==> src/verilog/dpc_regs.vh <==
`ifndef DPC_REGS_VH
`define DPC_REGS_VH

// Register indices; byte address is four times the index.
`define DPC_IDX_DATAPATH_CONTROL 8'h22
`define DPC_IDX_RECEIVE_MODE_STATE 8'h23
`define DPC_IDX_PROTECTION_STATUS 8'h30

// Byte addresses on the bus.
`define DPC_ADDR_DATAPATH_CONTROL 10'h088
`define DPC_ADDR_RECEIVE_MODE_STATE 10'h08C
`define DPC_ADDR_PROTECTION_STATUS 10'h0C0

// Datapath control field positions.
`define DPC_BIT_CFG_LOCK 7
`define DPC_BIT_PASS_UNGATED 6
`define DPC_BIT_VALID_POLARITY 5
`define DPC_BIT_AUDIO_SUPPRESS 4
`define DPC_BIT_FOUR_CH_OVERRIDE 3
`define DPC_BIT_VIDEO_18BIT 2
`define DPC_BIT_AUDIO_INBAND 1
`define DPC_BIT_FOUR_CH_ENABLE 0

// Receive mode field position.
`define DPC_BIT_LINE_CHECKSUM_EN 7

// Protection status field position.
`define DPC_BIT_CHECKSUM_FAIL 0

// Reset values.
`define DPC_RST_DATAPATH_CONTROL 8'h00
`define DPC_RST_LINE_CHECKSUM_EN 1'h0
`define DPC_RST_CHECKSUM_FAIL 1'h0

// Mask that drops the two least significant bits of each colour in 18-bit mode.
`define DPC_MASK_18BIT 24'hFCFCFC

`endif

==> src/verilog/dpc_datapath_config.v <==
`timescale 1ns/10ps
`include "dpc_regs.vh"

// Function
// - Lock bit set blocks forward-channel reload.
// - Lock clear reloads bits 6..0 remotely.
// - Ungated bit passes pixels ignoring data-valid.
// - Ungated disables decryption, blocks packetized audio.
// - Bit 5 selects data-valid polarity.
// - Bit 4 suppresses packetized audio on pixels.
// - Bit 3 overrides four-channel audio enable.
// - Bit 2 one means 18-bit, zero 24-bit.
// - Bit 1 one in-band, zero data-island audio.
// - Bit 0 enables four-channel serial audio.
// - Checksum enable validates one-byte checksum per line.
// - Checksum failure recorded in protection status.
module dpc_datapath_config (
    input wire hclk,
    input wire hresetn,
    // AHB-Lite slave port.
    input wire hsel,
    input wire [31:0] haddr,
    input wire [1:0] htrans,
    input wire hwrite,
    input wire [2:0] hsize,
    input wire [31:0] hwdata,
    input wire hready,
    output wire hreadyout,
    output wire hresp,
    output reg [31:0] hrdata,
    // Configuration arriving from the remote serializer.
    input wire fwd_cfg_valid,
    input wire [6:0] fwd_cfg_data,
    // Recovered pixel stream.
    input wire [23:0] pix_in_data,
    input wire pix_in_data_valid,
    input wire pix_in_is_audio,
    // Line checksum byte that follows each video line.
    input wire line_chk_valid,
    input wire [7:0] line_chk_byte,
    // Pixel outputs.
    output reg [23:0] pix_out_data,
    output reg pix_out_data_valid,
    output reg pix_out_is_audio,
    // Mode outputs toward the audio and decryption engines.
    output wire decrypt_enable,
    output wire audio_four_ch_enable,
    output wire audio_inband,
    output wire video_18bit
);

    // Datapath control register and its next value.
    reg [7:0] dp_ctrl_q;
    reg [7:0] dp_ctrl_d;
    // Line checksum enable held in the receive mode register.
    reg chk_en_q;
    reg chk_en_d;
    // Sticky checksum failure flag.
    reg chk_fail_q;
    reg chk_fail_d;
    // Running checksum of the current line.
    reg [7:0] line_sum_q;
    reg [7:0] line_sum_d;
    // Captured address phase.
    reg wr_pend_q;
    reg [9:0] wr_addr_q;
    // Address phase decode results.
    wire addr_phase;
    wire rd_take;
    // Data-phase write strobes per register.
    wire wr_ctrl;
    wire wr_mode;
    wire wr_stat;
    // Effective active-high data valid after polarity.
    wire valid_eff;
    // Pixel word gated and masked for the output.
    reg [23:0] pix_sel;
    reg [23:0] pix_sel_d;
    reg pix_valid_d;
    reg pix_audio_d;

    // Decode a byte address against one register; used for reads and writes.
    // One shared compare keeps read and write decoding from ever disagreeing.
    function match;
        input [9:0] addr;
        input [9:0] reg_addr;
        begin
            match = (addr == reg_addr);
        end
    endfunction

    // The slave never stalls and never signals an error.
    // Each register answers in its data phase, so no wait state is ever inserted.
    assign hreadyout = 1'b1;
    assign hresp = 1'b0;

    // A transfer is taken when selected, NONSEQ or SEQ, and the bus is ready.
    // SEQ is accepted too, although the master only issues single transfers.
    assign addr_phase = hsel & htrans[1] & hready;
    assign rd_take = addr_phase & ~hwrite;

    // Write strobes act in the data phase using hwdata.
    assign wr_ctrl = wr_pend_q & match(wr_addr_q, `DPC_ADDR_DATAPATH_CONTROL);
    assign wr_mode = wr_pend_q & match(wr_addr_q, `DPC_ADDR_RECEIVE_MODE_STATE);
    assign wr_stat = wr_pend_q & match(wr_addr_q, `DPC_ADDR_PROTECTION_STATUS);

    // Address phase capture; only word transfers are expected, hsize is not checked.
    // The capture moves only while hready is high, so a stretched data phase keeps its write.
    always @(posedge hclk or negedge hresetn)
    begin
        if (!hresetn)
        begin
            wr_pend_q <= 1'b0;
            wr_addr_q <= 10'h000;
        end
        else if (hready)
        begin
            wr_pend_q <= addr_phase & hwrite;
            wr_addr_q <= haddr[9:0];
        end
    end

    // Next value of the control register.
    // A local write wins over a remote load in the same cycle, so software is never lost.
    // The lock acts on its stored value, so a write that sets it guards from the next cycle.
    always @*
    begin
        dp_ctrl_d = dp_ctrl_q;
        if (wr_ctrl)
        begin
            dp_ctrl_d = hwdata[7:0];
        end
        else if (fwd_cfg_valid && !dp_ctrl_q[`DPC_BIT_CFG_LOCK])
        begin
            // The lock bit itself is never touched by the remote side.
            dp_ctrl_d = {dp_ctrl_q[`DPC_BIT_CFG_LOCK], fwd_cfg_data};
        end
    end

    // Next value of the checksum enable.
    // Only bit 7 is kept here; the rest of the receive mode register reads as zero.
    always @*
    begin
        chk_en_d = chk_en_q;
        if (wr_mode)
        begin
            chk_en_d = hwdata[`DPC_BIT_LINE_CHECKSUM_EN];
        end
    end

    // Effective data valid: bit 5 set means the incoming signal is active low.
    // Everything downstream sees only the active-high form, whatever the pin polarity.
    assign valid_eff = pix_in_data_valid ^ dp_ctrl_q[`DPC_BIT_VALID_POLARITY];

    // Checksum accumulation and comparison at the end of each line.
    // The sum covers the three bytes of every valid pixel, modulo 256.
    // The checksum cycle itself is not summed, and a mismatch cannot be traced to one pixel.
    always @*
    begin
        line_sum_d = line_sum_q;
        chk_fail_d = chk_fail_q;
        // Write one to clear the sticky failure.
        if (wr_stat && hwdata[`DPC_BIT_CHECKSUM_FAIL])
        begin
            chk_fail_d = 1'b0;
        end
        if (line_chk_valid)
        begin
            // A failure in the clearing cycle still sets, so it is never lost.
            if (chk_en_q && (line_chk_byte != line_sum_q))
            begin
                chk_fail_d = 1'b1;
            end
            line_sum_d = 8'h00;
        end
        else if (valid_eff)
        begin
            line_sum_d = line_sum_q + pix_in_data[23:16] + pix_in_data[15:8] + pix_in_data[7:0];
        end
    end

    // State registers of the configuration and checksum logic.
    // Remote loads and bus writes share this one register, so no shadow copy can drift.
    always @(posedge hclk or negedge hresetn)
    begin
        if (!hresetn)
        begin
            dp_ctrl_q <= `DPC_RST_DATAPATH_CONTROL;
            chk_en_q <= `DPC_RST_LINE_CHECKSUM_EN;
            chk_fail_q <= `DPC_RST_CHECKSUM_FAIL;
            line_sum_q <= 8'h00;
        end
        else
        begin
            dp_ctrl_q <= dp_ctrl_d;
            chk_en_q <= chk_en_d;
            chk_fail_q <= chk_fail_d;
            line_sum_q <= line_sum_d;
        end
    end

    // Read data is taken from the next values, so a read right after a write
    // returns the new contents even though hrdata is registered.
    // The upper 24 bits always read zero because every register is one byte wide.
    always @(posedge hclk or negedge hresetn)
    begin
        if (!hresetn)
        begin
            hrdata <= 32'h00000000;
        end
        else if (rd_take)
        begin
            if (match(haddr[9:0], `DPC_ADDR_DATAPATH_CONTROL))
            begin
                // Control register, lock bit included.
                hrdata <= {24'h000000, dp_ctrl_d};
            end
            else if (match(haddr[9:0], `DPC_ADDR_RECEIVE_MODE_STATE))
            begin
                // Checksum enable in bit 7, every other bit zero.
                hrdata <= {24'h000000, chk_en_d, 7'h00};
            end
            else if (match(haddr[9:0], `DPC_ADDR_PROTECTION_STATUS))
            begin
                // Sticky checksum failure in bit 0.
                hrdata <= {31'h00000000, chk_fail_d};
            end
            else
            begin
                // Unmapped addresses read as zero.
                hrdata <= 32'h00000000;
            end
        end
    end

    // Pixel selection: gating, audio blocking and colour depth masking.
    // Audio words are never masked, since their bits are not colour samples.
    always @*
    begin
        pix_sel = pix_in_data;
        pix_valid_d = valid_eff;
        pix_audio_d = pix_in_is_audio;
        if (pix_in_is_audio)
        begin
            // Packetized audio is blocked when suppressed or when ungated.
            if (dp_ctrl_q[`DPC_BIT_AUDIO_SUPPRESS] || dp_ctrl_q[`DPC_BIT_PASS_UNGATED])
            begin
                pix_sel = 24'h000000;
                pix_audio_d = 1'b0;
                pix_valid_d = 1'b0;
            end
        end
        else if (dp_ctrl_q[`DPC_BIT_PASS_UNGATED])
        begin
            // Ungated mode passes every non-audio word whatever the data-valid level.
            pix_valid_d = 1'b1;
        end
        else if (!valid_eff)
        begin
            // Normal gating blanks pixels outside the active period.
            pix_sel = 24'h000000;
        end
        pix_sel_d = pix_sel;
        if (dp_ctrl_q[`DPC_BIT_VIDEO_18BIT] && !pix_in_is_audio)
        begin
            // In 18-bit mode the two low bits of each colour carry nothing.
            pix_sel_d = pix_sel & `DPC_MASK_18BIT;
        end
    end

    // Registered pixel outputs.
    // One register stage keeps the outputs clean at the cost of one cycle of latency.
    always @(posedge hclk or negedge hresetn)
    begin
        if (!hresetn)
        begin
            pix_out_data <= 24'h000000;
            pix_out_data_valid <= 1'b0;
            pix_out_is_audio <= 1'b0;
        end
        else
        begin
            pix_out_data <= pix_sel_d;
            pix_out_data_valid <= pix_valid_d;
            pix_out_is_audio <= pix_audio_d;
        end
    end

    // Decryption cannot run when pixels are not framed by data valid.
    // It follows the register directly, so the engine sees a change at once.
    assign decrypt_enable = ~dp_ctrl_q[`DPC_BIT_PASS_UNGATED];

    // Four-channel audio: override one takes bit 0, zero forces it off.
    assign audio_four_ch_enable = dp_ctrl_q[`DPC_BIT_FOUR_CH_OVERRIDE]
        & dp_ctrl_q[`DPC_BIT_FOUR_CH_ENABLE];

    // Audio transport: one selects in-band, zero selects data islands.
    // Kept as a plain level; the audio engine decides when a change may take effect.
    assign audio_inband = dp_ctrl_q[`DPC_BIT_AUDIO_INBAND];

    // Colour depth flag for downstream logic.
    // The pixel mask above already drops the low bits; this flag tells the next stage.
    assign video_18bit = dp_ctrl_q[`DPC_BIT_VIDEO_18BIT];

endmodule // dpc_datapath_config

==> config.mk <==
export PLATFORM = sky130hd
export DESIGN_NAME = dpc_datapath_config
export DESIGN_NICKNAME = d
export VERILOG_FILES = /design/src/verilog/dpc_datapath_config.v
export VERILOG_INCLUDE_DIRS = /design/src /design/src/verilog
export SDC_FILE = /design/constraint.sdc
export NUM_CORES = 1
export LEC_CHECK = 0
export BUFFER_PORTS_ARGS = -buffer_cell sky130_fd_sc_hd__buf_2
export CAP_MARGIN = 40
export CELL_PAD_IN_SITES_DETAIL_PLACEMENT = 0
export CELL_PAD_IN_SITES_GLOBAL_PLACEMENT = 1
export CORE_ASPECT_RATIO = 0.75
export CORE_MARGIN = 2
export CORE_UTILIZATION = 31
export CTS_BUF_LIST = sky130_fd_sc_hd__clkbuf_8
export DETAILED_ROUTE_END_ITERATION = 12
export GPL_TIMING_DRIVEN = 0
export PLACE_DENSITY_LB_ADDON = 0.1
export SYNTH_ARGS = -nofsm -noshare
export SYNTH_HDL_FRONTEND = slang
export SYNTH_SLANG_ARGS = --single-unit
==> constraint.sdc <==
create_clock -name hclk -period 2.3 [get_ports hclk]
set_input_delay 0.46 -clock hclk [delete_from_list [all_inputs] [get_ports hclk]]
set_output_delay 0.46 -clock hclk [all_outputs]
set_load 0.01 [all_outputs]
### After elaboration in Yosys (flattened, before gate mapping)

Index checks and enable logic that the tools add are counted.

| storage, ports and cells | value |
|---|---|
| flip-flop bits (word level) | 87 |
| input port bits | 117 |
| output and inout bits | 64 |
| logic and storage cells | 60 |

| cells by class | value |
|---|---|
| add/subtract/negate cells | 3 |
| equal/unequal tests | 7 |
| muxes and demuxes | 21 |
| bitwise logic cells | 11 |
| reduce and logical (&&, ||, !) cells | 8 |

Operators with widths:

| operator | count |
|---|---|
| $mux 24 | 4 |
| $eq 10x8->1 const B | 6 |
| $mux 8 | 5 |
| $add 8x8->8 | 3 |
| $mux 18 | 1 |
| $mux 1 | 10 |
| $and 1x1->1 | 8 |
| $ne 8x8->1 | 1 |
| $mux 7 | 1 |
| $logic_and 1x1->1 | 4 |
| $logic_not 1->1 | 2 |
| $not 1->1 | 2 |
| $reduce_bool 2->1 | 1 |
| $logic_or 1x1->1 | 1 |
| $xor 1x1->1 | 1 |

### Longest topological paths before layout

| depth | value |
|---|---|
| depth in word-level cells | 9 |
| depth in mapped cells | 13 |
| gate-level depth less buffers | 13 |

### Worst setup path before layout

OpenSTA, ideal clock, no wires.

| timing | value |
|---|---|
| path type | in2reg |
| start | input pix_in_data[1] |
| end | register line_sum_q[7] |
| setup time | 78 ps |
| arrival time | 3077 ps |
| setup slack | -855 ps |
| stages on the path | 13 |
| cell sequence | inv_1 fa_1 fa_1 inv_1 ha_1 inv_1 fa_1 nand2b_1 a21oi_1 o22ai_1 xnor2_1 or3_1 a21oi_1 |

| between the ends | value |
|---|---|
| longest elaborated chain between the ends | 3 |

RTL lines:

| item | RTL line | text |
|---|---|---|
| start, declared | dpc_datapath_config.v:35 | `input wire [23:0] pix_in_data,` |
| $add 8x8->8 | dpc_datapath_config.v:178 | `line_sum_d = line_sum_q + pix_in_data[23:16] + pix_in_data[15:8] + pix_in_data[7:0];` |
| $mux 8 | dpc_datapath_config.v:176 | `else if (valid_eff)` |
| $mux 8 | dpc_datapath_config.v:167 | `if (line_chk_valid)` |
| end signal, assigned | dpc_datapath_config.v:198 | `line_sum_q <= line_sum_d;` |
| end, declared | dpc_datapath_config.v:62 | `reg [7:0] line_sum_q;` |

Every way passes these cells. The select of a mux whose other input is x is not followed.
A chain may end at the register's enable or synchronous reset.

### Worst setup path in the final report

| timing | value |
|---|---|
| start | input pix_in_data[17] |
| end | register line_sum_q[7] |

| between the ends | value |
|---|---|
| longest elaborated chain between the ends | 5 |

RTL lines:

| item | RTL line |
|---|---|
| $add 8x8->8 (3 in a row) | dpc_datapath_config.v:178 |
| $mux 8 | dpc_datapath_config.v:176 |
| $mux 8 | dpc_datapath_config.v:167 |

Every way passes these cells. The select of a mux whose other input is x is not followed.

==> out/qor.yml <==
run_status:
  status: "finished, violations left"
  violations: "negative setup slack"
die:
  dieArea_sq_mm: 0.0118
  fp.coreArea_sq_mm: 0.0108
  die_h_um: 94.8
  start_util_pct: 31.5
  die_width_um: 125
  io_pins: 181
  rows: 33
logic_synthesis:
  yosysTopAreaCell: "dfrtp_1"
  synth_cells: 322
  synth-async-reset-ratio_pct: 100
  netlist_area_sq_mm: 0.00341
  synth_edf_count: 0
  avgSynthCellArea_sq_um: 10.6
  synth_area_leaders: "dfrtp_1 46%, fa_1 8.2%, buf_4 5.7%, inv_1 5.1%, xnor2_1 3.6%"
  yosys_warnings: 0
  synth-main-ff-cell: "dfrtp_1"
  synth.distinct_cells: 49
  synth_top_area_share_pct: 46.3
  synth_seq_cells: 63
  synth_seq_area_share_pct: 46.3
cells_and_area:
  fillers: 1099
  final_cell_mix: "101 x buf_2, 63 x dfrtp_1, 42 x inv_1"
  drive_gt1_share_pct: 38.7
  mostFrequentLayoutCell: "buf_2"
  num_antenna_cells: 0
  final_cells: 615
  syn_to_final_growth_pct: 33.0
  finish.net_count: 608
global_route:
  antenna_found_initial: 0
  track_usage_pct: 14.7
  grt.overflow.total: 0
  first_global_vias: 2549
  grt_max_degree: 63
  grt_first_pass_wirelength_mm: 13.3
job:
  drv_cap: 0
detailed_routing:
  ant_nets: 0
  drt_iter0_markers: 109
  drtPass1Iterations: 4
  num_vias: 2565
  drt-total-wl_mm: 8.18
  wl_per_cell_um: 13.3
  post_drt_via_cell_ratio: 4.17
  drc_errors: 0
critical_path:
  crit_chain: "buf_8 > inv_8 > fa_1 > fa_1 > inv_1 > ha_2 > inv_2 > fa_2 > nand2b_4 > a21oi_4 > o22ai_2 > xnor2_1 > or3_1 > a21oi_1"
  critPathCaptureType: "register"
  cp.arrival_ns: 3.13
  start_kind: "input port"
  crit_path_frequent_cell: "fa_1"
  worstPathMaxFanout: 2
  critPathCapture: "line_sum_q[7]"
  cp_slowest_cell: "fa_1"
  path_class: "input port to register"
  rr_worst_depth: 12
  slowest_delay_ns: 0.54
  timing.rr.start: "line_sum_q[1]"
  r2r-end: "line_sum_q[7]"
  r2r_slack_ns: -0.31
  required_ns: 2.57
  crit_start: "pix_in_data[17]"
sta:
  rsz0062_at_grt: "true"
  min_period_ns: 2.87
  whs_ns: 0.332
  tightest_slew_ns: 0.883
  max_slew_margin_pct: 40.7
  finClkSkew_ns: 0.00829
  final-hold-violation-count: 0
  setup_violations: 5
  slew_viol_final: 0
  fmax_mhz: 349
  fin_ws_ns: -0.568
  period_share_pct: 125
power:
  switching_share_pct: 34.5
  power_leakage_nw: 2.39
  power_frac_comb_pct: 36.0
  pwr_density_cell_mw_per_mm2: 736
  switching_power_w: 0.00115
  p_int_w: 0.00218
  max-vdd-ir-drop_mv: 0.387
  power_frac_seq_pct: 39.2
  pwr-share-clk_pct: 24.7
  finalPower_w: 0.00334
placement:
  portBuffers: 103
  place_congestion: 0.726
  dpl.hpwl_mm: 6.24
  placedCellCount: 590
clock_network:
  clock_path_buffers: 2
  cts_tree: "built"
  clk_latency_ns: 0.34
  htreeDepth: 3
  numCtsBuffers: 9
  cts_sinks: 63
  root_buffer: "clkbuf_8"
  path_clk_slew_ns: 0.07
worst_hold_path:
  hold_class: "input port to register"
power groups by stage:
stage          registers (W)  logic (W)  clock network (W)
3_5_place_dp         0.00133    0.00110                  0
2_1_floorplan        0.00133   0.000768                  0
3_3_place_gp         0.00133    0.00108                  0
6_report             0.00131    0.00120           0.000825
4_1_cts              0.00131    0.00119           0.000875
5_1_grt              0.00133    0.00136           0.000927
final cells by class:
class / count / area (sq um) / share of cell area [%]
buffer: 33 / 223 / 4.92
timing repair buffer: 113 / 636 / 14.0
multi-input combinational: 204 / 1580 / 34.8
clock inverter: 7 / 40.0 / 0.884
sequential: 63 / 1580 / 34.8
clock buffer: 9 / 124 / 2.73
inverter: 46 / 180 / 3.98
tap: 140 / 175 / 3.87
stage by stage:
stage / setup WS (ns) / TNS (ns) / util (%) / area [sq um]
6_report: -0.568 / -1.81 / 41.9 / 4530
5_1_grt: -0.666 / -2.30 / 41.9 / 4530
4_1_cts: -0.578 / -1.93 / 41.4 / 4480
3_5_place_dp: -0.990 / -4.80 / 39.2 / 4240
3_3_place_gp: -1.01 / -5.20 / 38.9 / 4210
2_1_floorplan: -0.688 / -1.99 / - / 3520
synthesized netlist by cell type, types with 2 or more instances:
master	count
ha_1	7
nand2b_1	7
nand3_1	3
inv_1	46
clkbuf_1	5
a22o_1	6
fa_1	14
nand4_1	3
a21oi_1	9
o211ai_1	2
nor3_1	2
dfrtp_1	63
nor4b_1	2
and2_1	19
nor2_1	10
mux2i_1	7
conb_1	2
xor2_1	2
xnor2_1	14
mux2_2	10
nand2_1	24
buf_4	26
o21ai_0	13
per-layer routing:
metal | vias up | part of all wire (%) | GRT usage (%) | routed length [um]
li1 | 1290 | - | - | -
met1 | 1177 | 50 | 20.7 | 4110
met2 | 91 | 41 | 21.0 | 3360
met3 | 7 | 7.6 | 5.61 | 624
met4 | 0 | 1.1 | 4.17 | 87
met5 | - | 0 | 0 | 0
kinds of logic after synthesis:
kind of cell / Yosys count / share of synthesized area [%]
xor+xnor: 16 / 4.11
other cells: 2 / 0.221
fa+ha+maj: 21 / 10.8
compound gates: 40 / 7.42
buf+inv: 79 / 11.6
flops: 63 / 46.3
simple gates: 83 / 13.7
mux: 18 / 5.80
state kept, by name (all words and copies together) (netlist names):
signal and count:
pix_out_data 24, wr_addr_q 10, dp_ctrl_q 8, hrdata 8, line_sum_q 8, chk_en_q 1
chk_fail_q 1, pix_out_data_valid 1, pix_out_is_audio 1, wr_pend_q 1
critical path, delay by kind of cell:
family          cells  cell delay, ns
xor+xnor            1            0.14
buf+inv             4            0.22
compound gates      3            0.36
fa+ha+maj           4            1.47
simple gates        2            0.48
how the worst min path moves through the flow:
stage                          startpoint  slack (ns)  cells after the start               end
after floorplan                   hresetn        0.16                      0          chk_en_q
after global placement       dp_ctrl_q[4]        0.45                      1  pix_out_is_audio
after detailed placement          hresetn        0.26                      1  pix_out_data[17]
after CTS                 pix_in_data[17]        0.31                      3  pix_out_data[17]
after global routing      pix_in_data[17]        0.32                      3  pix_out_data[17]
final                     pix_in_data[17]        0.33                      3  pix_out_data[17]
repair_timing:
| action | 4_1_cts | 5_1_grt |
|---|---|---|
| endpoints found under the hold margin | 1 | 0 |
| pin swaps | 6 | 7 |
| setup endpoints to repair | 12 | 12 |
| buffers inserted | 2 | 7 |
| gates cloned | 0 | 0 |
| resized for setup | 11 | 2 |
| hold buffers | 1 | 0 |
(Power assumes the default switching activity.)
